--- config.mk ---
export PLATFORM = sky130hd
export DESIGN_NAME = sodt_timer
export DESIGN_NICKNAME = d
export VERILOG_FILES = /design/src/hdl/sodt_pkg.sv /design/src/hdl/sodt_tick_if.sv /design/src/hdl/sodt_timer.sv /design/src/hdl/sodt_tick_gen.sv
export VERILOG_INCLUDE_DIRS = /design/src /design/src/hdl
export SDC_FILE = /design/constraint.sdc
export NUM_CORES = 1
export LEC_CHECK = 0
export ABC_AREA = 1
export ABC_CLOCK_PERIOD_IN_PS = 5700
export BUFFER_PORTS_ARGS = -buffer_cell sky130_fd_sc_hd__buf_2
export CAP_MARGIN = 20
export CORE_MARGIN = 2
export CORE_UTILIZATION = 30
export CTS_BUF_LIST = sky130_fd_sc_hd__clkbuf_4 sky130_fd_sc_hd__clkbuf_8
export DETAILED_ROUTE_END_ITERATION = 16
export SYNTH_ARGS = -nofsm -noshare
export SYNTH_HDL_FRONTEND = slang
export SYNTH_HIERARCHICAL = 1
export SYNTH_SLANG_ARGS = --single-unit
export TNS_END_PERCENT = 10
--- constraint.sdc ---
create_clock -name clk_i -period 5.7 [get_ports clk_i]
set_input_delay 0.855 -clock clk_i [delete_from_list [all_inputs] [get_ports clk_i]]
set_output_delay 0.855 -clock clk_i [all_outputs]
set_load 0.02 [all_outputs]
--- src/hdl/sodt_cfg.svh ---
// Constants of the safe off-delay timer: state codes, limits and timebase counts.
`ifndef SODT_CFG_SVH
`define SODT_CFG_SVH
// ************************************************************
// State codes reported on the 8-bit state word
// ************************************************************
`define SODT_CODE_UNDEF      8'h00
`define SODT_CODE_RUN        8'h01
`define SODT_CODE_STOP       8'h02
`define SODT_CODE_SAFE       8'h03
`define SODT_CODE_DELAY_OUT  8'h08
// ************************************************************
// Diagnostic word and holdoff limits
// ************************************************************
`define SODT_DIAG_RESET      16'h0000
`define SODT_HOLD_RESET      20'h00000
`define SODT_BASE_MAX_TICKS  20'h01770
`define SODT_MS1_MAX_MS      20'h0EA60
`define SODT_MS10_MAX_MS     20'h927C0
// ************************************************************
// Timebase figures, in their own unit, and the clock rate
// ************************************************************
`define SODT_CLK_PERIOD_NS   10
`define SODT_TB_BASE_MS      100
`define SODT_TB_1MS_MS       1
`define SODT_TB_10MS_MS      10
`define SODT_MS_TO_NS        1000000
`define SODT_CYC_BASE        ((`SODT_TB_BASE_MS * `SODT_MS_TO_NS) / `SODT_CLK_PERIOD_NS)
`define SODT_CYC_1MS         ((`SODT_TB_1MS_MS * `SODT_MS_TO_NS) / `SODT_CLK_PERIOD_NS)
`define SODT_CYC_10MS        ((`SODT_TB_10MS_MS * `SODT_MS_TO_NS) / `SODT_CLK_PERIOD_NS)
`endif

--- src/hdl/sodt_pkg.sv ---
// Types shared by the safe off-delay timer modules.
package sodt_pkg;
  // One-hot states of the off-delay machine.
  typedef enum logic [4:0] {
    SODT_ST_UNDEF = 5'h01,
    SODT_ST_RUN   = 5'h02,
    SODT_ST_STOP  = 5'h04,
    SODT_ST_SAFE  = 5'h08,
    SODT_ST_DOUT  = 5'h10
  } sodt_state_t;
  // Contact type of the delay input.
  typedef enum logic [1:0] {
    SODT_IN_DISABLED = 2'h0,
    SODT_IN_MAKE     = 2'h1,
    SODT_IN_BREAK    = 2'h2
  } sodt_contact_t;
  // Timebase selection.
  typedef enum logic [1:0] {
    SODT_TB_BASE = 2'h0,
    SODT_TB_1MS  = 2'h1,
    SODT_TB_10MS = 2'h2
  } sodt_tb_t;
endpackage

--- src/hdl/sodt_tick_if.sv ---
// Interface carrying the timebase tick between prescaler and state machine.
`timescale 1ns/10ps
interface sodt_tick_if;
  import sodt_pkg::*;
  logic     restart;
  sodt_tb_t sel;
  logic     tick;
  modport gen (input restart, input sel, output tick);
  modport use_tick (output restart, output sel, input tick);
endinterface

--- src/hdl/sodt_timer.sv ---
// Safe off-delay timer: contact decode, state machine, holdoff count and info words.
//
// What this block does
// Delay input is interpreted as make (active high) or break (active low) contact.
// After reset the delay input is disabled until configured.
// Low delayed output is safe; driven low in safe and stop states.
// Effective input high with run enable: run state, output high.
// Input falling in run loads a nonzero holdoff and enters delay-out; a zero holdoff goes straight to safe.
// Input low, holdoff not elapsed: delay-out, code 8, output high.
// Input low, holdoff elapsed: safe state, code 3, output low.
// Run enable false forces stop state and low output over everything.
// Current state reported as 8-bit code: undefined, run, stop, safe, delay-out.
// Diagnostic word of 16 bits always reads zero.
// Error output is never asserted.
// Base variant holdoff resolution is one tenth of a second.
// Extended variant accepts holdoffs from 1 ms to 600 s.
// Extended variant counts with a 1 ms or 10 ms tick.
// 1 ms timebase counts 1 ms steps, limited to 60000 ms.
// 10 ms timebase counts 10 ms steps, limited to 600000 ms.
// Two options decide whether state and diagnostic words are copied each cycle.
// Input returning high during holdoff keeps output high and returns to run.
// Base variant limits the holdoff to 6000 ticks of 100 ms.
// Extended timebase is 1 ms when the holdoff fits, else 10 ms.
`timescale 1ns/10ps
`include "sodt_cfg.svh"
module sodt_timer
  import sodt_pkg::*;
(
  // Clock, reset and clock enable.
  input  wire logic          clk_i,
  input  wire logic          nrst_i,
  input  wire logic          ce_i,
  // Cyclic function inputs.
  input  wire logic          delay_input_i,
  input  wire logic          block_run_enable_i,
  // Configuration.
  input  wire logic          cfg_load_i,
  input  wire sodt_contact_t cfg_contact_i,
  input  wire logic          cfg_extended_i,
  input  wire logic [19:0]   configured_holdoff_i,
  input  wire logic          expose_state_code_i,
  input  wire logic          expose_diagnostic_word_i,
  // Function outputs.
  output logic               delayed_output_o,
  output logic               error_o,
  output logic               holdoff_elapsed_flag_o,
  // Process image words.
  output logic [7:0]         state_code_o,
  output logic [15:0]        diagnostic_word_o
);
  sodt_tick_if  tk ();
  sodt_state_t  state;
  sodt_state_t  next_state;
  sodt_contact_t contact;
  logic         extended;
  logic [19:0]  holdoff;
  sodt_tb_t     tb_sel;
  logic [19:0]  remain;
  logic         sm_in;
  logic         sm_in_d;
  logic         fall;
  logic         elapsed;

  // ************************************************************
  // Helper functions
  // ************************************************************
  // State to 8-bit code; used by the image copy and by the checks.
  function automatic logic [7:0] state_code(input sodt_state_t s);
    case (s)
      SODT_ST_RUN:  state_code = `SODT_CODE_RUN;
      SODT_ST_STOP: state_code = `SODT_CODE_STOP;
      SODT_ST_SAFE: state_code = `SODT_CODE_SAFE;
      SODT_ST_DOUT: state_code = `SODT_CODE_DELAY_OUT;
      default:      state_code = `SODT_CODE_UNDEF;
    endcase
  endfunction

  // Decode the raw pin under the contact type; a disabled input reads as safe.
  function automatic logic contact_level(input sodt_contact_t c, input logic raw);
    case (c)
      SODT_IN_MAKE:  contact_level = raw;
      SODT_IN_BREAK: contact_level = !raw;
      default:       contact_level = 1'b0;
    endcase
  endfunction

  // ************************************************************
  // Configuration capture
  // ************************************************************
  // Held settings; the delay input stays disabled until a load arrives.
  // Out-of-range holdoffs are clamped so a bad setting cannot run longer than allowed.
  // A load during delay-out changes the holdoff for the next fall only; the running count stays but takes the new timebase and contact at once.
  always_ff @(posedge clk_i) begin
    if (!nrst_i) begin
      contact  <= SODT_IN_DISABLED;
      extended <= 1'b0;
      holdoff  <= `SODT_HOLD_RESET;
      tb_sel   <= SODT_TB_BASE;
    end else if (ce_i && cfg_load_i) begin
      contact  <= cfg_contact_i;
      extended <= cfg_extended_i;
      if (!cfg_extended_i) begin
        // Base variant counts 100 ms ticks, at most 6000 of them.
        tb_sel  <= SODT_TB_BASE;
        holdoff <= (configured_holdoff_i > `SODT_BASE_MAX_TICKS) ? `SODT_BASE_MAX_TICKS
                                                                  : configured_holdoff_i;
      end else if (configured_holdoff_i <= `SODT_MS1_MAX_MS) begin
        // Fits the 1 ms range: count milliseconds directly, minimum one.
        tb_sel  <= SODT_TB_1MS;
        holdoff <= (configured_holdoff_i == 20'h00000) ? 20'h00001 : configured_holdoff_i;
      end else begin
        // Longer holdoffs use 10 ms steps up to 600000 ms; the rest is truncated.
        tb_sel  <= SODT_TB_10MS;
        holdoff <= ((configured_holdoff_i > `SODT_MS10_MAX_MS) ? `SODT_MS10_MAX_MS
                                                               : configured_holdoff_i) / 20'd10;
      end
    end
  end

  // ************************************************************
  // Input interpretation
  // ************************************************************
  // Effective level of the delay input.
  // Contact codes outside the three known ones read as disabled, which is the safe reading.
  assign sm_in = contact_level(contact, delay_input_i);

  // Previous effective level, for the falling edge.
  always_ff @(posedge clk_i) begin
    if (!nrst_i) begin
      sm_in_d <= 1'b0;
    end else if (ce_i) begin
      sm_in_d <= sm_in;
    end
  end

  assign fall    = sm_in_d && !sm_in;
  assign elapsed = (remain == 20'h00000);

  // ************************************************************
  // Tick prescaler
  // ************************************************************
  // Restart on the fall from run, so the first tick comes a full period after the fall.
  assign tk.sel     = tb_sel;
  assign tk.restart = (state == SODT_ST_RUN) && fall;

  sodt_tick_gen u_tick (
    .clk_i  (clk_i),
    .nrst_i (nrst_i),
    .ce_i   (ce_i),
    .tk     (tk.gen)
  );

  // ************************************************************
  // State machine
  // ************************************************************
  // Stop overrides all; run on high input; a low input runs out the holdoff.
  // The last count is caught one step ahead, so the output falls on the tick that spends it.
  always_comb begin
    next_state = state;
    if (!block_run_enable_i) begin
      next_state = SODT_ST_STOP;
    end else if (sm_in) begin
      next_state = SODT_ST_RUN;
    end else begin
      case (state)
        SODT_ST_RUN:  next_state = (holdoff == 20'h00000) ? SODT_ST_SAFE : SODT_ST_DOUT;
        SODT_ST_DOUT: next_state = (elapsed || (remain == 20'h00001 && tk.tick)) ? SODT_ST_SAFE
                                                                                  : SODT_ST_DOUT;
        default:      next_state = SODT_ST_SAFE;
      endcase
    end
  end

  always_ff @(posedge clk_i) begin
    if (!nrst_i) begin
      state <= SODT_ST_UNDEF;
    end else if (ce_i) begin
      state <= next_state;
    end
  end

  // ************************************************************
  // Holdoff counter
  // ************************************************************
  // Loaded on the fall from run, counted down by the tick, abandoned on return to run.
  // The tick is held off in the load cycle, so the first step is always a full period.
  always_ff @(posedge clk_i) begin
    if (!nrst_i) begin
      remain <= 20'h00000;
    end else if (ce_i) begin
      if (next_state == SODT_ST_RUN || next_state == SODT_ST_STOP) begin
        remain <= 20'h00000;
      end else if (state == SODT_ST_RUN && next_state == SODT_ST_DOUT) begin
        remain <= holdoff;
      end else if (state == SODT_ST_DOUT && tk.tick && !elapsed) begin
        remain <= remain - 20'h00001;
      end
    end
  end

  // ************************************************************
  // Outputs
  // ************************************************************
  // Output registered from the next state; only run and delay-out drive it high.
  // Taking the next state keeps the output in step with the state code, with no extra lag.
  always_ff @(posedge clk_i) begin
    if (!nrst_i) begin
      delayed_output_o       <= 1'b0;
      holdoff_elapsed_flag_o <= 1'b0;
    end else if (ce_i) begin
      delayed_output_o       <= (next_state == SODT_ST_RUN) || (next_state == SODT_ST_DOUT);
      holdoff_elapsed_flag_o <= (next_state == SODT_ST_SAFE);
    end
  end

  // No error condition exists in this function.
  // Tied low on purpose, so no fault can ever be read into this output.
  assign error_o = 1'b0;

  // Process image copy; a word not exposed keeps its last value.
  // The diagnostic word has no source of faults here, so a refresh only rewrites zero.
  always_ff @(posedge clk_i) begin
    if (!nrst_i) begin
      state_code_o      <= `SODT_CODE_UNDEF;
      diagnostic_word_o <= `SODT_DIAG_RESET;
    end else if (ce_i) begin
      if (expose_state_code_i) begin
        state_code_o <= state_code(next_state);
      end
      if (expose_diagnostic_word_i) begin
        diagnostic_word_o <= `SODT_DIAG_RESET;
      end
    end
  end

  // ************************************************************
  // Checks
  // ************************************************************
  // Helper logic for the checks below; it drives nothing outside this module.
  logic [23:0] tick_due;
  logic [23:0] tick_gap;
  // Terminal count that the selected timebase calls for, worked out afresh from the constants.
  always_comb begin
    case (tb_sel)
      SODT_TB_1MS:  tick_due = 24'(`SODT_CYC_1MS - 1);
      SODT_TB_10MS: tick_due = 24'(`SODT_CYC_10MS - 1);
      default:      tick_due = 24'(`SODT_CYC_BASE - 1);
    endcase
  end
  // Cycles since the prescaler last restarted or ticked. It runs apart from the prescaler, so
  // a prescaler that drifts or loses its terminal compare shows up here at once.
  always_ff @(posedge clk_i) begin
    if (!nrst_i) begin
      tick_gap <= 24'h000000;
    end else if (ce_i) begin
      if (tk.restart || tk.tick) begin
        tick_gap <= 24'h000000;
      end else begin
        tick_gap <= tick_gap + 24'h000001;
      end
    end
  end

  a_stop_forces_low: assert property (@(posedge clk_i) disable iff (!nrst_i)
    (ce_i && !block_run_enable_i) |=> (state == SODT_ST_STOP && !delayed_output_o))
    else $error("run enable low did not stop the block");
  a_safe_low_out: assert property (@(posedge clk_i) disable iff (!nrst_i)
    (state == SODT_ST_SAFE || state == SODT_ST_STOP) |-> !delayed_output_o)
    else $error("output high in safe or stop state");
  a_run_high_out: assert property (@(posedge clk_i) disable iff (!nrst_i)
    (ce_i && block_run_enable_i && sm_in) |=> (state == SODT_ST_RUN && delayed_output_o))
    else $error("high input did not give run with high output");
  a_fall_loads: assert property (@(posedge clk_i) disable iff (!nrst_i)
    (ce_i && state == SODT_ST_RUN && block_run_enable_i && !sm_in && holdoff != 20'h00000)
    |=> (state == SODT_ST_DOUT && remain == $past(holdoff)))
    else $error("fall from run did not load the holdoff");
  a_dout_high_out: assert property (@(posedge clk_i) disable iff (!nrst_i)
    (state == SODT_ST_DOUT) |-> (delayed_output_o && remain != 20'h00000))
    else $error("delay-out without high output or with spent holdoff");
  a_error_never: assert property (@(posedge clk_i) disable iff (!nrst_i)
    !error_o)
    else $error("error output asserted");
  a_diag_zero: assert property (@(posedge clk_i) disable iff (!nrst_i)
    diagnostic_word_o == `SODT_DIAG_RESET)
    else $error("diagnostic word not zero");
  a_state_code_copy: assert property (@(posedge clk_i) disable iff (!nrst_i)
    (ce_i && expose_state_code_i) |=> (state_code_o == state_code(state)))
    else $error("state code not copied");
  a_state_code_hold: assert property (@(posedge clk_i) disable iff (!nrst_i)
    (!expose_state_code_i) |=> $stable(state_code_o))
    else $error("state code changed while not exposed");
  a_return_to_run: assert property (@(posedge clk_i) disable iff (!nrst_i)
    (ce_i && state == SODT_ST_DOUT && sm_in && block_run_enable_i)
    |=> (state == SODT_ST_RUN && remain == 20'h00000 && delayed_output_o))
    else $error("holdoff not abandoned on return to run");
  a_disabled_input: assert property (@(posedge clk_i) disable iff (!nrst_i)
    (contact == SODT_IN_DISABLED) |-> !sm_in)
    else $error("disabled input seen as active");
  a_base_limit: assert property (@(posedge clk_i) disable iff (!nrst_i)
    (!extended) |-> (holdoff <= `SODT_BASE_MAX_TICKS && tb_sel == SODT_TB_BASE))
    else $error("base holdoff above limit");

  // Range, timebase, contact level, delay-out and tick checks.
  a_ext_1ms_range: assert property (@(posedge clk_i) disable iff (!nrst_i)
    (extended && tb_sel == SODT_TB_1MS) |-> (holdoff != 20'h00000 && holdoff <= `SODT_MS1_MAX_MS))
    else $error("1 ms holdoff outside its range");
  a_ext_10ms_range: assert property (@(posedge clk_i) disable iff (!nrst_i)
    (extended && tb_sel == SODT_TB_10MS) |-> (holdoff <= (`SODT_MS10_MAX_MS / 20'd10)))
    else $error("10 ms holdoff above limit");
  a_timebase_pick: assert property (@(posedge clk_i) disable iff (!nrst_i)
    (ce_i && cfg_load_i && cfg_extended_i)
    |=> (tb_sel == (($past(configured_holdoff_i) <= `SODT_MS1_MAX_MS) ? SODT_TB_1MS : SODT_TB_10MS)))
    else $error("timebase not chosen from the holdoff");
  a_make_level: assert property (@(posedge clk_i) disable iff (!nrst_i)
    (contact == SODT_IN_MAKE) |-> (sm_in == delay_input_i))
    else $error("make contact level misread");
  a_break_level: assert property (@(posedge clk_i) disable iff (!nrst_i)
    (contact == SODT_IN_BREAK) |-> (sm_in == !delay_input_i))
    else $error("break contact level misread");
  a_dout_stays: assert property (@(posedge clk_i) disable iff (!nrst_i)
    (ce_i && state == SODT_ST_DOUT && block_run_enable_i && !sm_in && !tk.tick)
    |=> (state == SODT_ST_DOUT && delayed_output_o))
    else $error("delay-out left before the holdoff ran out");
  a_safe_after_hold: assert property (@(posedge clk_i) disable iff (!nrst_i)
    (ce_i && state == SODT_ST_DOUT && block_run_enable_i && !sm_in && remain == 20'h00001 && tk.tick)
    |=> (state == SODT_ST_SAFE && !delayed_output_o && holdoff_elapsed_flag_o))
    else $error("spent holdoff did not give the safe state");
  a_tick_on_time: assert property (@(posedge clk_i) disable iff (!nrst_i)
    (ce_i && !tk.restart && tick_gap >= tick_due) |-> tk.tick)
    else $error("timebase tick late");
  a_tick_not_early: assert property (@(posedge clk_i) disable iff (!nrst_i)
    (tk.tick) |-> (tick_gap >= tick_due))
    else $error("timebase tick early");

  // Main scenarios: holdoff running, running out, abandoned, and the stop override.
  c_delay_out:  cover property (@(posedge clk_i) disable iff (!nrst_i) state == SODT_ST_DOUT);
  c_dout_safe:  cover property (@(posedge clk_i) disable iff (!nrst_i)
    state == SODT_ST_DOUT ##1 state == SODT_ST_SAFE);
  c_dout_run:   cover property (@(posedge clk_i) disable iff (!nrst_i)
    state == SODT_ST_DOUT ##1 state == SODT_ST_RUN);
  c_stop:       cover property (@(posedge clk_i) disable iff (!nrst_i) state == SODT_ST_STOP);
  c_stop_safe:  cover property (@(posedge clk_i) disable iff (!nrst_i)
    state == SODT_ST_STOP ##1 state == SODT_ST_SAFE);
endmodule // sodt_timer

--- src/hdl/sodt_tick_gen.sv ---
// Timebase prescaler producing a one-cycle tick of 1 ms, 10 ms or 100 ms.
`timescale 1ns/10ps
`include "sodt_cfg.svh"
module sodt_tick_gen
  import sodt_pkg::*;
(
  // Clock, reset and enable.
  input  wire logic clk_i,
  input  wire logic nrst_i,
  input  wire logic ce_i,
  // Tick link.
  sodt_tick_if.gen  tk
);
  localparam int unsigned CYC_BASE = `SODT_CYC_BASE;
  localparam int unsigned CYC_1MS  = `SODT_CYC_1MS;
  localparam int unsigned CYC_10MS = `SODT_CYC_10MS;
  logic [23:0] cnt;
  logic [23:0] last;
  // ************************************************************
  // Prescaler
  // ************************************************************
  // Terminal count follows the selected timebase.
  always_comb begin
    case (tk.sel)
      SODT_TB_1MS:  last = 24'(CYC_1MS - 1);
      SODT_TB_10MS: last = 24'(CYC_10MS - 1);
      default:      last = 24'(CYC_BASE - 1);
    endcase
  end
  // Restart aligns the first tick to a full period after the input falls.
  always_ff @(posedge clk_i) begin
    if (!nrst_i) begin
      cnt <= 24'h000000;
    end else if (ce_i) begin
      if (tk.restart || cnt >= last) begin
        cnt <= 24'h000000;
      end else begin
        cnt <= cnt + 24'h000001;
      end
    end
  end
  assign tk.tick = ce_i && !tk.restart && (cnt >= last);
endmodule // sodt_tick_gen

== Word level (Yosys, flattened, before mapping) ==
Index checks and enable logic that the tools add are counted.
Storage, ports and cells
  register bits: 84
  output and inout bits: 27
  word-level logic and storage cells: 70
  input port bits: 31
Operators by class
  add/sub/neg operators: 2
  equal/unequal tests: 11
  muxes and demuxes: 19
  reduce and logical (&&, ||, !) cells: 23
  $lt $le $gt $ge: 4
  div/mod/pow operators: 1
Operators by type and width (count)
  $mux W20: 8
  $logic_not A20 Y1: 3
  $pmux W24 S2: 1
  $add A24 B1 Y24 const B: 1
  $ge A24 B24 Y1: 1
  $mux W24: 1
  $div A20 B4 Y20 const B: 1
  $eq A20 B1 Y1 const B: 1
  $gt A20 B13 Y1 const B: 1
  $gt A20 B20 Y1 const B: 1
  $le A20 B16 Y1 const B: 1
  $mux W5: 4
  $sub A20 B1 Y20 const B: 1
  $pmux W4 S4: 1
  $eq A5 B2 Y1 const B: 2
  $eq A5 B5 Y1 const B: 2
  $pmux W5 S2: 1
  $logic_and A1 B1 Y1: 9
  $eq A5 B3 Y1 const B: 1
  $eq A5 B4 Y1 const B: 1
  $eq A2 B1 Y1 const B: 2
  $eq A2 B2 Y1 const B: 2
  $logic_not A1 Y1: 4
  $logic_or A1 B1 Y1: 4
  other kinds (4): 6

== Logic depth before layout (Yosys ltp) ==
Gate-level depths: netlist (run 1).
  depth in word-level cells: 18
  depth in mapped cells: 85
  mapped depth without buffers: 84

== Cells and area by module ==
The synthesis (run 1) kept the hierarchy.
By module, submodules not included
  sodt_timer: times used 1, area each 4729.5 um^2, cells an instance 804, seq. area each 1101.1 um^2
  sodt_tick_gen: times used 1, area each 1665.3 um^2, cells an instance 239, seq. area each 480.5 um^2

== Worst setup path before layout (run 1) ==
OpenSTA, ideal clock, no wires.
  path kind: in2reg
  from: input configured_holdoff_i[7]
  to: register holdoff[0]
  required time: 5577 ps
  arrival time: 5972 ps
  stages: 78
  setup slack: -395 ps
  buffers on the path: 1
  library setup time: 123 ps
  path through: buf_2 -> nand2_1 -> inv_1 -> nand3_1 -> nand2_1 -> nand2_1 -> nand2_2 -> nand2_4 -> o211ai_2 -> nand2_1 -> nand2_1 -> nand2_1 -> inv_2 -> nand2_2 -> nand2_1 -> nand2_1 -> nand2_2 -> inv_2 -> [42 not listed] -> nand2_2 -> nand2_1 -> nand2_1 -> nand2_1 -> inv_2 -> nand2_2 -> nand2_1 -> nand2_1 -> nand2_2 -> inv_1 -> nand2_1 -> nand2_2 -> nand2_1 -> nand2_1 -> nand2_1 -> nand2_1 -> nand2_1 -> a21oi_2
Between the ends
  cells in the longest elaborated chain, start to end: 5
  elaborated cells on any way between the ends: 10
  classes of those cells: div (1); order compare (3); mux (5); reduce/logical (1)
Ends and longest elaborated chain
  start: declaration: RTL line sodt_timer.sv:40  | input wire logic [19:0] configured_holdoff_i,
  $gt A20 B20 Y1 (no source line)
  $mux W20: RTL line sodt_timer.sv:114  | holdoff <= ((configured_holdoff_i > `SODT_MS10_MAX_MS) ? `SODT_MS10_MAX_MS
  $div A20 B4 Y20: RTL line sodt_timer.sv:114
  $mux W20: RTL line sodt_timer.sv:107  | end else if (configured_holdoff_i <= `SODT_MS1_MAX_MS) begin
  $mux W20 (*): RTL line sodt_timer.sv:102  | if (!cfg_extended_i) begin
  end signal: assignment: RTL line sodt_timer.sv:105  | holdoff <= (configured_holdoff_i > `SODT_BASE_MAX_TICKS) ? `SODT_BASE_MAX_TICKS
  end signal: assignment: RTL line sodt_timer.sv:110  | holdoff <= (configured_holdoff_i == 20'h00000) ? 20'h00001 : configured_holdoff_i;
  end signal: assignment: RTL line sodt_timer.sv:114
  end: declaration: RTL line sodt_timer.sv:56  | logic [19:0] holdoff;
Every way passes the cells marked *; elsewhere a longest branch is shown, timed or not.
A chain may end at the register's enable or synchronous reset.

== Worst setup path after layout (run 1) ==
  from: input configured_holdoff_i[15]
  to: register holdoff[15]
Same word-level chain as after synthesis.

==> metrics.log, run 1 <==
[metrics] run status: finished with violations
[metrics] violations in the final reports: setup timing
[metrics] element type at the critical path start: input pin
[metrics] final non-filler cell area: 8272 sq um
[metrics] hold wc startpoint: state[1]
[metrics] reg-to-reg critical path endpoint: remain[15]
[metrics] GR Util All Layers: 0.1510
[metrics] floorplan die height: 150 microns
[metrics] fraction of power consumed by the clock network: 0.089
[metrics] floorplan core area: 20960 sq um
[metrics] Worst-Skew Late Latency: 0.36 ns
[metrics] start of the worst register-to-register path: tb_sel[0]
[metrics] post-DR vias/cell: 4.658
[metrics] flip-flop and latch count after synthesis: 79
[metrics] ranking of synthesized cells by area: sky130_fd_sc_hd__dfxtp_1 (25%), sky130_fd_sc_hd__nand2_1 (14%), sky130_fd_sc_hd__inv_1 (7.9%)
[metrics] skew final: 0.009797 ns
[metrics] leading cell type by number of instances after synthesis: sky130_fd_sc_hd__nand2_1
[metrics] share of synthesized area occupied by flip-flops and latches: 0.2473
[metrics] origin of the worst setup path: configured_holdoff_i[15]
[metrics] part of the total power dissipated in sequential elements: 0.107
[metrics] Worst Setup Path Type: input pin to register
[metrics] Area Overhead vs Synth: 29.35%
[metrics] worst path setup slack after routing: -1.325 ns
[metrics] min cycle time layout: 7.025 ns
[metrics] syn_area_per_cell: 6.131 sq um
[metrics] total grt overflow: 0
[metrics] portion of the clock cycle consumed by the worst path in the final layout: 1.233
[metrics] Worst path top cell family by delay: buffers and inverters
[metrics] cell taking the most area after synthesis: sky130_fd_sc_hd__dfxtp_1
[metrics] Hold Crit Class: register to register
[metrics] clock buffer depth: 2
[metrics] number of distinct library cells after synthesis: 50
[metrics] Worst VDD drop: 0.7261 mV
[metrics] TritonCTS clock tree: done
[metrics] switch share: 0.5072
[metrics] count of input and output buffers: 34
[metrics] clock-pin slew reported for the worst setup and hold paths after clock tree synthesis: 0.08 ns
[metrics] P_int: 2.827 mW
[metrics] Die X-Extent: 150 microns
[metrics] placed wire-length estimate after detailed placement: 12110 microns
[metrics] number of iterations in the first detailed-routing pass: 6
[metrics] Layout Nets: 1235
[metrics] net load switching power: 2.911 mW
[metrics] maximum number of pins on one net before global-route repair: 25
[metrics] Netlist Area Pre-Place: 6395 sq um
[metrics] # Max-Cap Violations: 0
[metrics] setup_tns: -4.751 ns
[metrics] number of DRC markers in iteration 0: 291
[metrics] number of global-route vias before repair: 6227
[metrics] Initial Util: 0.3052
[metrics] area enclosed by the die boundary: 22500 sq um
[metrics] number of endpoints failing setup at the final stage: 6
[metrics] drt wl/cell: 11.89 microns
[metrics] Commonest cells post-synth: sky130_fd_sc_hd__nand2_1 (246), sky130_fd_sc_hd__inv_1 (134), sky130_fd_sc_hd__nor2_1 (122)
[metrics] gp weighted congestion: 0.8357
[metrics] top-area cell type share of the netlist area: 0.2473
[metrics] P per Cell Area: 693.7 nW/um^2
[metrics] htree depth: 3
[metrics] Critical Path Slowest Stage Cell: sky130_fd_sc_hd__a221oi_1
[metrics] clock tree root buffer cell: sky130_fd_sc_hd__clkbuf_8
[metrics] maximum fanout along the worst path: 6
[metrics] number of vias after detailed routing: 6833
[metrics] Hold Crit Depth: 2
[metrics] final antenna diode count: 0
[metrics] async set or reset register ratio after synthesis: 0
[metrics] DRT Wirelength: 17450 microns
[metrics] number of cells on the worst reg-to-reg path: 22
[metrics] Worst Max-Slew Pin Slew: 0.8134 ns
[metrics] number of antenna violations at the first check in global routing: 0
[metrics] Critical Path Sink Type: register
[metrics] Max-slew headroom: 0.4564
[metrics] number of rows created at floorplan: 53
[metrics] count of mapped cells out of synthesis: 1043
[metrics] flop-to-flop setup slack: 1.64 ns
[metrics] layout filler cell count: 2261
[metrics] detailed-route DRC error count: 0
[metrics] Fmax achieved: 142.3 MHz
[metrics] cts bufs inserted: 9
[metrics] Synthesis Warnings: 6
[metrics] first-pass GRT wire length: 28140 microns
[metrics] cell leakage power: 3.985 nW
[metrics] delay of the slowest cell on the worst path: 0.32 ns
[metrics] most used flip-flop cell after synthesis: sky130_fd_sc_hd__dfxtp_1
[metrics] Antenna Nets Post-Route: 0
[metrics] Arrival @ worst endpoint: 7.25 ns
[metrics] worst slack, placed: -1.258 ns
[metrics] EDFF count, synth: 0
[metrics] CP Data Required Time: 5.92 ns
[metrics] Post-DP Area: 7287 sq um
[metrics] share of cells above drive strength 1: 0.2903
[metrics] logic gate share of total power: 0.804
[metrics] Max Transition Viols Final: 0
[metrics] clk sinks: 79
[metrics] final hold viol count: 0
[metrics] end point of the most critical hold path: state[1]
[metrics] Buf/Inv on CP: 42
[metrics] number of top-level pins: 58
[metrics] setup repair after global routing missed its margin: true
[metrics] library cell appearing most often on the critical path: sky130_fd_sc_hd__buf_4
==> metrics by stage <==
| step | hold slack, ns | power [mW] | utilization | instances |
|---|---|---|---|---|
| after floorplan | 0.4327 | 3.268 | - | 1064 |
| after global placement | 0.4517 | 4.333 | 0.3477 | 1402 |
| after detailed placement | 0.4563 | 4.378 | 0.3477 | 1402 |
| after CTS | 0.4685 | 4.950 | 0.3742 | 1456 |
| after global routing | 0.4879 | 6.282 | 0.3947 | 1467 |
| final | 0.4674 | 5.738 | 0.3947 | 1467 |
==> layout by cell type, fill, tap and decap left out, types with 5 or more instances in the layout <==
cell and count:
sky130_fd_sc_hd__nor2_2 7, sky130_fd_sc_hd__nand2_4 22, sky130_fd_sc_hd__a31oi_1 7, sky130_fd_sc_hd__inv_1 130, sky130_fd_sc_hd__inv_2 26, sky130_fd_sc_hd__a221oi_1 5, sky130_fd_sc_hd__conb_1 22, sky130_fd_sc_hd__nor4_1 10
sky130_fd_sc_hd__o21ai_0 38, sky130_fd_sc_hd__nand3_2 22, sky130_fd_sc_hd__a22oi_1 6, sky130_fd_sc_hd__clkbuf_8 9, sky130_fd_sc_hd__a21oi_1 47, sky130_fd_sc_hd__dfxtp_1 79, sky130_fd_sc_hd__xor2_1 16, sky130_fd_sc_hd__nand3_1 79
sky130_fd_sc_hd__buf_4 121, sky130_fd_sc_hd__nand4_1 15, sky130_fd_sc_hd__nor2_4 6, sky130_fd_sc_hd__xnor2_1 9, sky130_fd_sc_hd__nor3_1 18, sky130_fd_sc_hd__a32oi_1 7, sky130_fd_sc_hd__nand2_1 210, sky130_fd_sc_hd__ha_1 17
sky130_fd_sc_hd__nand2_2 64, sky130_fd_sc_hd__buf_2 32, sky130_fd_sc_hd__nor2_1 114
==> power by group through the flow <==
| stage | Combinational (mW) | Clock (mW) | Sequential, mW |
|---|---|---|---|
| CTS | 3.81 | 0.528 | 0.611 |
| global route | 5.11 | 0.552 | 0.616 |
| finish | 4.61 | 0.512 | 0.612 |
| global placement | 3.71 | 0 | 0.623 |
| detailed placement | 3.75 | 0 | 0.624 |
| floorplan | 2.65 | 0 | 0.619 |
==> final cells by class <==
class | instances | area (sq um) | area share
Multi-Input combinational cell | 782 | 4399 | 0.5318
Clock buffer | 10 | 131.4 | 0.01588
Tap cell | 275 | 344.1 | 0.04160
Clock inverter | 6 | 108.9 | 0.01316
Inverter | 159 | 604.3 | 0.07306
Sequential cell | 79 | 1582 | 0.1912
Timing Repair Buffer | 156 | 1102 | 0.1333
==> tightest hold or removal path, cell delays in order, from the launching register on <==
cell and delay (ns):
sky130_fd_sc_hd__dfxtp_1 0.31, sky130_fd_sc_hd__nand2_1 0.06, sky130_fd_sc_hd__a21oi_1 0.05
==> metal layers <==
metal  vias to the layer above  share of wire  track usage  wire [microns]
met3                        25          0.030      0.02561             517
met1                      3088           0.46       0.1916            7961
met5                         -              0            0               0
met2                       107           0.50       0.2621            8690
met4                         0          0.016      0.04387             277
li1                       3613              -            -               -
==> cell families after synthesis <==
logic type / Yosys count / share of synthesized area
muxes: 1 / 0.001565
and+or+nand+nor: 577 / 0.4156
DFF: 79 / 0.2473
other: 1 / 0.0005864
AOI/OAI and AO/OA: 140 / 0.1319
adders and majority gates: 17 / 0.03326
xor gates and xnor gates: 25 / 0.03424
buffers and inverters: 203 / 0.1356
==> flip-flops by register name, summed over array words and instances (netlist names) <==
signal,flops
holdoff_elapsed_flag_o,1
holdoff,20
remain,20
u_tick/cnt,24
state_code_o,3
tb_sel,2
contact,2
delayed_output_o,1
state,5
sm_in_d,1
==> timing repair <==
item | CTS | global route
endpoints found under the hold margin | 0 | 0
pin swaps | 8 | 66
hold buffers | 0 | 0
setup endpoints to repair | 4 | 8
buffers inserted | 38 | 11
gates resized for setup | 8 | 94
gates cloned | 0 | 0
==> how the worst max path moves through the flow <==
stage	to	slack (ns)	cells after the start
floorplan	holdoff[0]	-0.39	79
global placement	holdoff[0]	-1.04	74
detailed placement	holdoff[0]	-1.26	73
CTS	holdoff[0]	-0.80	78
global route	holdoff[0]	-1.59	75
finish	holdoff[15]	-1.33	52
Note: power is estimated with default switching activity, not from simulation.
==> inputs of run 2 (changes only) <==
- SYNTH_HIERARCHICAL: 1 -> unset
==> metrics.log, run 2 <==
[metrics] post-DR vias/cell: 4.782 (was 4.658)
[metrics] htree depth: 3 (unchanged)
[metrics] number of flip-flops under the largest register name: 24 (unchanged)
[metrics] total grt overflow: 0 (unchanged)
[metrics] path length in cells of the critical path: 70 (was 52)
[metrics] number of top-level pins: 58 (unchanged)
[metrics] Die X-Extent: 148.1 microns (was 150 microns)
[metrics] clock tree root buffer cell: sky130_fd_sc_hd__clkbuf_8 (unchanged)
[metrics] most used flip-flop cell after synthesis: sky130_fd_sc_hd__dfxtp_1 (unchanged)
[metrics] syn_area_per_cell: 6.339 sq um (was 6.131 sq um)
[metrics] clk sinks: 79 (unchanged)
[metrics] Worst-Skew Late Latency: 0.36 ns (about the same)
[metrics] number of cells on the worst reg-to-reg path: 19 (was 22)
[metrics] cts bufs inserted: 9 (unchanged)
[metrics] # Max-Cap Violations: 0 (unchanged)
[metrics] min cycle time layout: 6.814 ns (was 7.025 ns)
[metrics] Layout Nets: 1138 (was 1235)
[metrics] number of antenna violations at the first check in global routing: 0 (unchanged)
[metrics] number of endpoints failing setup at the final stage: 4 (was 6)
[metrics] cell taking the most area after synthesis: sky130_fd_sc_hd__dfxtp_1 (unchanged)
[metrics] Hold Crit Depth: 2 (unchanged)
[metrics] area enclosed by the die boundary: 21940 sq um (was 22500 sq um)
[metrics] share of synthesized area occupied by flip-flops and latches: 0.2538 (was 0.2473)
[metrics] CP Data Required Time: 6.00 ns (was 5.92 ns)
[metrics] number of distinct library cells after synthesis: 51 (was 50)
[metrics] EDFF count, synth: 0 (unchanged)
[metrics] final instance count without filler cells: 1364 (was 1467)
[metrics] floorplan die height: 148.1 microns (was 150 microns)
[metrics] flip-flop and latch count after synthesis: 79 (unchanged)
[metrics] Worst Setup Path Type: input pin to register (unchanged)
[metrics] largest registers: u_tick.cnt (24), holdoff (20), remain (20) (was u_tick/cnt (24), holdoff (20), remain (20))
[metrics] leading cell type by number of instances after synthesis: sky130_fd_sc_hd__nand2_1 (unchanged)
[metrics] Hold Crit Class: register to register (unchanged)
[metrics] floorplan core area: 20300 sq um (was 20960 sq um)
[metrics] Arrival @ worst endpoint: 7.11 ns (was 7.25 ns)
[metrics] final antenna diode count: 0 (unchanged)
[metrics] TritonCTS clock tree: done (unchanged)
[metrics] count of input and output buffers: 34 (unchanged)
[metrics] library cell appearing most often on the critical path: sky130_fd_sc_hd__nand2_4 (was sky130_fd_sc_hd__buf_4)
[metrics] clock-pin slew reported for the worst setup and hold paths after clock tree synthesis: 0.08 ns (about the same)
[metrics] worst path setup slack after routing: -1.114 ns (was -1.325 ns)
[metrics] Initial Util: 0.3070 (was 0.3052)
[metrics] Antenna Nets Post-Route: 0 (unchanged)
[metrics] async set or reset register ratio after synthesis: 0 (unchanged)
[metrics] Critical Path Slowest Stage Cell: sky130_fd_sc_hd__o21ai_4 (was sky130_fd_sc_hd__a221oi_1)
[metrics] register area: 1582 sq um (unchanged)
[metrics] most common cell after layout, fill and taps aside: sky130_fd_sc_hd__nand2_1 (unchanged)
[metrics] element type at the critical path start: input pin (unchanged)
[metrics] number of rows created at floorplan: 52 (was 53)
[metrics] met3 layer usage reported by global route: 0.03098 (was 0.02561)
[metrics] Max-slew headroom: 0.4440 (was 0.4564)
[metrics] first-pass GRT wire length: 26740 microns (was 28140 microns)
[metrics] skew final: 0.01022 ns (was 0.009797 ns)
[metrics] run status: finished with violations (unchanged)
[metrics] number of global-route vias before repair: 5893 (was 6227)
[metrics] layout filler cell count: 2185 (was 2261)
[metrics] Synthesis Warnings: 0 (was 6)
[metrics] GR Util All Layers: 0.1455 (was 0.1510)
[metrics] portion of the clock cycle consumed by the worst path in the final layout: 1.195 (was 1.233)
[metrics] start of the worst register-to-register path: tb_sel[0] (unchanged)
[metrics] Max Transition Viols Final: 0 (unchanged)
[metrics] final hold viol count: 0 (unchanged)
[metrics] DRT Wirelength: 16630 microns (was 17450 microns)
[metrics] setup repair after global routing missed its margin: true (unchanged)
[metrics] GR peak layer: met2 (unchanged)
[metrics] detailed-route DRC error count: 0 (unchanged)
[metrics] number of iterations in the first detailed-routing pass: 5 (was 6)
[metrics] top-area cell type share of the netlist area: 0.2538 (was 0.2473)
[metrics] violations in the final reports: setup timing (unchanged)
[metrics] placed wire-length estimate after detailed placement: 12160 microns (was 12110 microns)
[metrics] share of cells above drive strength 1: 0.2697 (was 0.2903)
[metrics] met2 Resource Use GR: 0.2551 (was 0.2621)
[metrics] drt wl/cell: 12.19 microns (was 11.89 microns)
[metrics] worst slack, placed: -1.250 ns (was -1.258 ns)
[metrics] register with the most flip-flops: u_tick.cnt (was u_tick/cnt)
[metrics] Netlist Area Pre-Place: 6231 sq um (was 6395 sq um)
[metrics] ranking of synthesized cells by area: sky130_fd_sc_hd__dfxtp_1 (25%), sky130_fd_sc_hd__nand2_1 (14%), sky130_fd_sc_hd__nand3_1 (6.8%) (was sky130_fd_sc_hd__dfxtp_1 (25%), sky130_fd_sc_hd__nand2_1 (14%), sky130_fd_sc_hd__inv_1 (7.9%))
[metrics] delay of the slowest cell on the worst path: 0.27 ns (was 0.32 ns)
[metrics] most frequent cells in the layout: sky130_fd_sc_hd__nand2_1 (180), sky130_fd_sc_hd__nor2_1 (101), sky130_fd_sc_hd__inv_1 (92) (was sky130_fd_sc_hd__nand2_1 (210), sky130_fd_sc_hd__inv_1 (130), sky130_fd_sc_hd__buf_4 (121))
[metrics] clock buffer depth: 2 (unchanged)
[metrics] number of DRC markers in iteration 0: 416 (was 291)
[metrics] reg-to-reg critical path endpoint: remain[11] (was remain[15])
[metrics] Post-Place Cells: 1336 (was 1402)
[metrics] gp weighted congestion: 0.8242 (was 0.8357)
[metrics] origin of the worst setup path: configured_holdoff_i[15] (unchanged)
[metrics] Worst Max-Slew Pin Slew: 0.8310 ns (was 0.8134 ns)
[metrics] maximum number of pins on one net before global-route repair: 44 (was 25)
[metrics] area used by multi-input combinational logic: 4407 sq um (was 4399 sq um)
[metrics] critical path capture point: holdoff[0] (was holdoff[15])
[metrics] Buf/Inv on CP: 8 (was 42)
[metrics] Critical Path Sink Type: register (unchanged)
[metrics] Worst path top cell family by delay: simple AND/OR/NAND/NOR gates (was buffers and inverters)
[metrics] Commonest cells post-synth: sky130_fd_sc_hd__nand2_1 (228), sky130_fd_sc_hd__nor2_1 (106), sky130_fd_sc_hd__inv_1 (98) (was sky130_fd_sc_hd__nand2_1 (246), sky130_fd_sc_hd__inv_1 (134), sky130_fd_sc_hd__nor2_1 (122))
[metrics] flop-to-flop setup slack: 1.74 ns (was 1.64 ns)
[metrics] Fmax achieved: 146.8 MHz (was 142.3 MHz)
[metrics] maximum fanout along the worst path: 7 (was 6)
[metrics] Area Overhead vs Synth: 25.18% (was 29.35%)
[metrics] met1 Use GR: 0.1838 (was 0.1916)
[metrics] count of mapped cells out of synthesis: 983 (was 1043)
[metrics] CTS Hold Buffers Added: 0 (unchanged)
[metrics] number of vias after detailed routing: 6522 (was 6833)
==> run 2: changes by cell type after synthesis, moves of 4 or more <==
cell                       previous run  this run
sky130_fd_sc_hd__a21oi_1             49        65
sky130_fd_sc_hd__a32oi_1              7         1
sky130_fd_sc_hd__a221oi_1             9         4
sky130_fd_sc_hd__nor2_1             122       106
sky130_fd_sc_hd__nand2_1            246       228
sky130_fd_sc_hd__o211ai_1             0        13
sky130_fd_sc_hd__xnor2_1              9        13
sky130_fd_sc_hd__nand2_2             44        24
sky130_fd_sc_hd__inv_1              134        98
sky130_fd_sc_hd__nand3_1             96        85
sky130_fd_sc_hd__o21ai_0             39        32
sky130_fd_sc_hd__nand2_4              6        16
sky130_fd_sc_hd__nand3_2              7        12
==> run 2: tightest hold or removal path, cell delays in order, from the launching register on <==
cell	delay (ns)
sky130_fd_sc_hd__dfxtp_1	0.33
sky130_fd_sc_hd__nand2_1	0.07
sky130_fd_sc_hd__nor2_1	0.03
==> run 2: how the worst min path moves through the flow <==
stage                 from          end  slack (ns)
6_report       holdoff[16]  holdoff[16]        0.46
5_1_grt        holdoff[16]  holdoff[16]        0.49
4_1_cts        holdoff[16]  holdoff[16]        0.47
3_5_place_dp   holdoff[16]  holdoff[16]        0.45
3_3_place_gp   holdoff[16]  holdoff[16]        0.45
2_1_floorplan  holdoff[16]  holdoff[16]        0.43
==> run 2: cell type report <==
class | instances | area share
Sequential cell | 79 | 0.2028
Tap cell | 270 | 0.04331
Multi-Input combinational cell | 757 | 0.5650
Timing Repair Buffer | 118 | 0.1043
Clock buffer | 12 | 0.02117
Clock inverter | 4 | 0.003529
Inverter | 124 | 0.05999
==> run 2: per-stage QoR <==
stage                     setup TNS, ns  hold slack (ns)  area [sq um]    util
after detailed placement         -4.234           0.4532          7098  0.3497
after global placement           -3.864           0.4481          7098  0.3497
after floorplan                 -0.6844           0.4323          6310       -
after CTS                        -2.170           0.4656          7323  0.3608
after global routing             -5.486           0.4866          7800  0.3842
final                            -3.281           0.4644          7800  0.3842
==> run 2: routing by layer <==
metal	wire length [microns]	vias to the layer above	share of wire
li1	-	3411	-
met1	7542	3004	0.45
met2	8362	86	0.50
met3	496	21	0.030
met4	227	0	0.014
met5	0	-	0
==> run 2: repair_timing <==
item	CTS	global route
setup buffers	0	12
resized for setup	8	101
endpoints found under the setup margin	4	6
pin swaps	0	51
==> run 2: kinds of logic (layout without fill, tap and decap cells) <==
family | count (synthesis) | after routing | synth area share
AOI/OAI and AO/OA | 149 | 149 | 0.1396
xor gates and xnor gates | 30 | 30 | 0.04458
adders and majority gates | 18 | 18 | 0.03615
buffers and inverters | 168 | 258 | 0.1165
DFF | 79 | 79 | 0.2538
other | 1 | 22 | 0.0006018
and+or+nand+nor | 538 | 538 | 0.4088
Power of run 2 is left out: the tool's default activity adds up to more than one toggle a clock period on the data nets, which glitch-free logic cannot reach.
==> inputs of run 3 (changes only) <==
- ABC_AREA: 1 -> unset
- CELL_PAD_IN_SITES_DETAIL_PLACEMENT: unset -> 0
- CELL_PAD_IN_SITES_GLOBAL_PLACEMENT: unset -> 1
- PLACE_DENSITY_LB_ADDON: unset -> 0.05
==> metrics.log, run 3 <==
[metrics] run status: finished with violations (unchanged)
[metrics] violations in the final reports: setup timing (unchanged)
[metrics] final hold viol count: 0 (unchanged)
[metrics] count of mapped cells out of synthesis: 940 (was 983)
[metrics] clock-pin slew reported for the worst setup and hold paths after clock tree synthesis: 0.08 ns (about the same)
[metrics] Worst VDD drop: 0.1193 mV
[metrics] delay of the slowest cell on the worst path: 0.58 ns (was 0.27 ns)
[metrics] count of input and output buffers: 34 (unchanged)
[metrics] number of top-level pins: 58 (unchanged)
[metrics] skew final: 0.01752 ns (was 0.01022 ns)
[metrics] TritonCTS clock tree: done (unchanged)
[metrics] Fmax achieved: 152.2 MHz (was 146.8 MHz)
[metrics] number of distinct library cells after synthesis: 105 (was 51)
[metrics] Worst path top cell family by delay: simple AND/OR/NAND/NOR gates (unchanged)
[metrics] Die X-Extent: 156.1 microns (was 148.1 microns)
[metrics] Buf/Inv on CP: 4 (was 8)
[metrics] hold wc startpoint: state_code_o[3] (was holdoff[16])
[metrics] Synthesis Warnings: 0 (unchanged)
[metrics] most frequent cells in the layout: sky130_fd_sc_hd__buf_4 (152), sky130_fd_sc_hd__nor2_1 (128), sky130_fd_sc_hd__nand2_1 (79), sky130_fd_sc_hd__dfxtp_1 (79), sky130_fd_sc_hd__a21oi_1 (72) (was sky130_fd_sc_hd__nand2_1 (180), sky130_fd_sc_hd__nor2_1 (101), sky130_fd_sc_hd__inv_1 (92))
[metrics] Antenna Nets Post-Route: 0 (unchanged)
[metrics] final non-filler cell area: 9178 sq um (was 7800 sq um)
[metrics] maximum number of pins on one net before global-route repair: 46 (was 44)
[metrics] number of rows created at floorplan: 55 (was 52)
[metrics] clock tree root buffer cell: sky130_fd_sc_hd__clkbuf_8 (unchanged)
[metrics] cell leakage power: 3.684 nW
[metrics] share of synthesized area occupied by flip-flops and latches: 0.2279 (was 0.2538)
[metrics] number of endpoints failing setup at the final stage: 4 (unchanged)
[metrics] Area Overhead vs Synth: 32.23% (was 25.18%)
[metrics] Worst Setup Path Type: input pin to register (unchanged)
[metrics] floorplan core area: 22710 sq um (was 20300 sq um)
[metrics] number of cells on the worst reg-to-reg path: 22 (was 19)
[metrics] register with the most flip-flops: u_tick.cnt (unchanged)
[metrics] number of vias after detailed routing: 7706 (was 6522)
[metrics] Initial Util: 0.3056 (was 0.3070)
[metrics] setup_tns: -2.569 ns (was -3.281 ns)
[metrics] number of antenna violations at the first check in global routing: 0 (unchanged)
[metrics] Arrival @ worst endpoint: 6.84 ns (was 7.11 ns)
[metrics] number of global-route vias before repair: 7544 (was 5893)
[metrics] Worst Max-Slew Pin Slew: 0.8433 ns (was 0.8310 ns)
[metrics] min cycle time layout: 6.570 ns (was 6.814 ns)
[metrics] # Max-Cap Violations: 0 (unchanged)
[metrics] worst path setup slack after routing: -0.8698 ns (was -1.114 ns)
[metrics] Commonest cells post-synth: sky130_fd_sc_hd__nor2_1 (131), sky130_fd_sc_hd__nand2_1 (80), sky130_fd_sc_hd__dfxtp_1 (79) (was sky130_fd_sc_hd__nand2_1 (228), sky130_fd_sc_hd__nor2_1 (106), sky130_fd_sc_hd__inv_1 (98))
[metrics] number of flip-flops under the largest register name: 24 (unchanged)
[metrics] EDFF count, synth: 0 (unchanged)
[metrics] Hold Crit Depth: 2 (unchanged)
[metrics] CTS Hold Buffers Added: 0 (unchanged)
[metrics] total grt overflow: 0 (unchanged)
[metrics] portion of the clock cycle consumed by the worst path in the final layout: 1.153 (was 1.195)
[metrics] final antenna diode count: 0 (unchanged)
[metrics] ranking of synthesized cells by area: sky130_fd_sc_hd__dfxtp_1 (23%), sky130_fd_sc_hd__nor2_1 (7.1%), sky130_fd_sc_hd__a21oi_1 (5.5%) (was sky130_fd_sc_hd__dfxtp_1 (25%), sky130_fd_sc_hd__nand2_1 (14%), sky130_fd_sc_hd__nand3_1 (6.8%))
[metrics] clock buffer depth: 2 (unchanged)
[metrics] GR Util All Layers: 0.1946 (was 0.1455)
[metrics] Max-slew headroom: 0.4370 (was 0.4440)
[metrics] placed wire-length estimate after detailed placement: 18020 microns (was 12160 microns)
[metrics] element type at the critical path start: input pin (unchanged)
[metrics] top-area cell type share of the netlist area: 0.2279 (was 0.2538)
[metrics] most used flip-flop cell after synthesis: sky130_fd_sc_hd__dfxtp_1 (unchanged)
[metrics] P per Cell Area: 264.4 nW/um^2
[metrics] flop-to-flop setup slack: 0.78 ns (was 1.74 ns)
[metrics] CP Data Required Time: 5.97 ns (was 6.00 ns)
[metrics] flip-flop and latch count after synthesis: 79 (unchanged)
[metrics] drt wl/cell: 17.32 microns (was 12.19 microns)
[metrics] largest registers: u_tick.cnt (24), holdoff (20), remain (20) (unchanged)
[metrics] Critical Path Sink Type: register (unchanged)
[metrics] total power consumption of the routed design: 2.426 mW
[metrics] htree depth: 3 (unchanged)
[metrics] syn_area_per_cell: 7.383 sq um (was 6.339 sq um)
[metrics] leading cell type by number of instances after synthesis: sky130_fd_sc_hd__nor2_1 (was sky130_fd_sc_hd__nand2_1)
[metrics] Worst-Skew Late Latency: 0.36 ns (about the same)
[metrics] number of DRC markers in iteration 0: 404 (was 416)
[metrics] most common cell after layout, fill and taps aside: sky130_fd_sc_hd__buf_4 (was sky130_fd_sc_hd__nand2_1)
[metrics] post-DR vias/cell: 5.584 (was 4.782)
[metrics] start of the worst register-to-register path: tb_sel[1] (was tb_sel[0])
[metrics] clk sinks: 79 (unchanged)
[metrics] async set or reset register ratio after synthesis: 0 (unchanged)
[metrics] Netlist Area Pre-Place: 6940 sq um (was 6231 sq um)
[metrics] number of iterations in the first detailed-routing pass: 5 (unchanged)
[metrics] gp weighted congestion: 0.8919 (was 0.8242)
[metrics] Max Transition Viols Final: 0 (unchanged)
[metrics] DRT Wirelength: 23900 microns (was 16630 microns)
[metrics] setup repair after global routing missed its margin: true (unchanged)
[metrics] detailed-route DRC error count: 0 (unchanged)
[metrics] floorplan die height: 156.1 microns (was 148.1 microns)
[metrics] cell taking the most area after synthesis: sky130_fd_sc_hd__dfxtp_1 (unchanged)
[metrics] Post-DP Area: 8257 sq um (was 7098 sq um)
[metrics] end point of the most critical hold path: state_code_o[3] (was holdoff[16])
[metrics] share of cells above drive strength 1: 0.2904 (was 0.2697)
[metrics] area enclosed by the die boundary: 24370 sq um (was 21940 sq um)
[metrics] cts bufs inserted: 9 (unchanged)
[metrics] first-pass GRT wire length: 38490 microns (was 26740 microns)
[metrics] post-layout utilization of the core: 0.4041 (was 0.3842)
[metrics] Hold Crit Class: register to register (unchanged)
[metrics] Critical Path Slowest Stage Cell: sky130_fd_sc_hd__or4_4 (was sky130_fd_sc_hd__o21ai_4)
[metrics] Layout Nets: 1140 (was 1138)
[metrics] maximum fanout along the worst path: 6 (was 7)
[metrics] reg-to-reg critical path endpoint: remain[0] (was remain[11])
run 3: changes by cell type in the layout (fill, tap and decap cells not counted), sizes merged, moves of 12 or more:
cell / delta
and3: +16
buf: +75
nor2: +24
a2111oi: +12
inv: -98
nand3: -66
a211oi: +12
or3: +14
a21o: +12
a211o: +13
nand2: -188
run 3: repair_timing:
item,in CTS,in global routing
buffers inserted,12,7
resized for setup,87,18
pin swaps,48,17
endpoints found under the setup margin,5,6
gates cloned,0,0
run 3: through the flow:
stage,hold WS (ns),std cells,setup WS [ns]
2_1_floorplan,0.4236,961,-0.7537
3_3_place_gp,0.4430,1347,-1.482
3_5_place_dp,0.4482,1347,-1.497
4_1_cts,0.4595,1373,-0.6940
5_1_grt,0.4917,1380,-1.051
6_report,0.4548,1380,-0.8698
run 3: layout make-up:
type,instances,area (sq um)
sequential,79,1582
fill,2349,13530
tap,285,356.6
clock buffer,10,137.6
multi-input combinational,784,5513
inverter,24,90.09
timing repair buffer,193,1418
clock inverter,5,81.33
run 3: logic make-up after synthesis:
group           after synthesis  share of synthesized area
simple gates                410                     0.2994
flops                        79                     0.2279
buf+inv                      98                    0.07121
compound gates              292                     0.3130
fa+ha+maj                    19                    0.03389
other cells                   1                  0.0005403
xor+xnor                     33                    0.04164
mux                           8                    0.01244
run 3: worst max-delay path by stage:
stage	from	to	slack, ns	depth (start not counted)
after detailed placement	configured_holdoff_i[18]	holdoff[0]	-1.50	24
after global placement	configured_holdoff_i[18]	holdoff[0]	-1.48	24
after global routing	configured_holdoff_i[0]	holdoff[0]	-1.05	25
final	configured_holdoff_i[0]	holdoff[0]	-0.87	25
after CTS	configured_holdoff_i[14]	holdoff[0]	-0.69	24
after floorplan	configured_holdoff_i[18]	holdoff[1]	-0.75	22
run 3: worst reg2reg max path, stage by stage, from the launching register on:
cell,delay (ns)
sky130_fd_sc_hd__dfxtp_1,0.38
sky130_fd_sc_hd__inv_1,0.06
sky130_fd_sc_hd__ha_1,0.23
sky130_fd_sc_hd__ha_1,0.29
sky130_fd_sc_hd__a41o_1,0.23
sky130_fd_sc_hd__a21o_1,0.17
sky130_fd_sc_hd__a211o_1,0.29
sky130_fd_sc_hd__a311o_1,0.34
sky130_fd_sc_hd__a211o_1,0.29
sky130_fd_sc_hd__a21o_1,0.17
sky130_fd_sc_hd__a21o_1,0.17
sky130_fd_sc_hd__a21o_1,0.16
sky130_fd_sc_hd__a21o_1,0.17
sky130_fd_sc_hd__a21o_1,0.18
sky130_fd_sc_hd__a21oi_1,0.13
sky130_fd_sc_hd__o21ai_0,0.09
sky130_fd_sc_hd__a21oi_1,0.26
sky130_fd_sc_hd__nor2_1,0.12
sky130_fd_sc_hd__and3_1,0.19
sky130_fd_sc_hd__o21ai_2,0.34
sky130_fd_sc_hd__or2_2,0.23
sky130_fd_sc_hd__a21oi_1,0.05
sky130_fd_sc_hd__o221a_2,0.30
run 3: layer usage:
| layer | wire length, microns | up-vias | share of wire | GRT usage |
|---|---|---|---|---|
| met5 | 0 | - | 0 | 0 |
| met4 | 552 | 0 | 0.023 | 0.06553 |
| met3 | 631 | 34 | 0.026 | 0.01806 |
| met2 | 11990 | 161 | 0.50 | 0.3502 |
| met1 | 10730 | 3726 | 0.45 | 0.2430 |
| li1 | - | 3785 | - | - |
run 3: where the power goes:
part	internal, mW	switching [mW]
clock network	0.257	0.217
registers	0.577	0.0241
logic	0.622	0.729
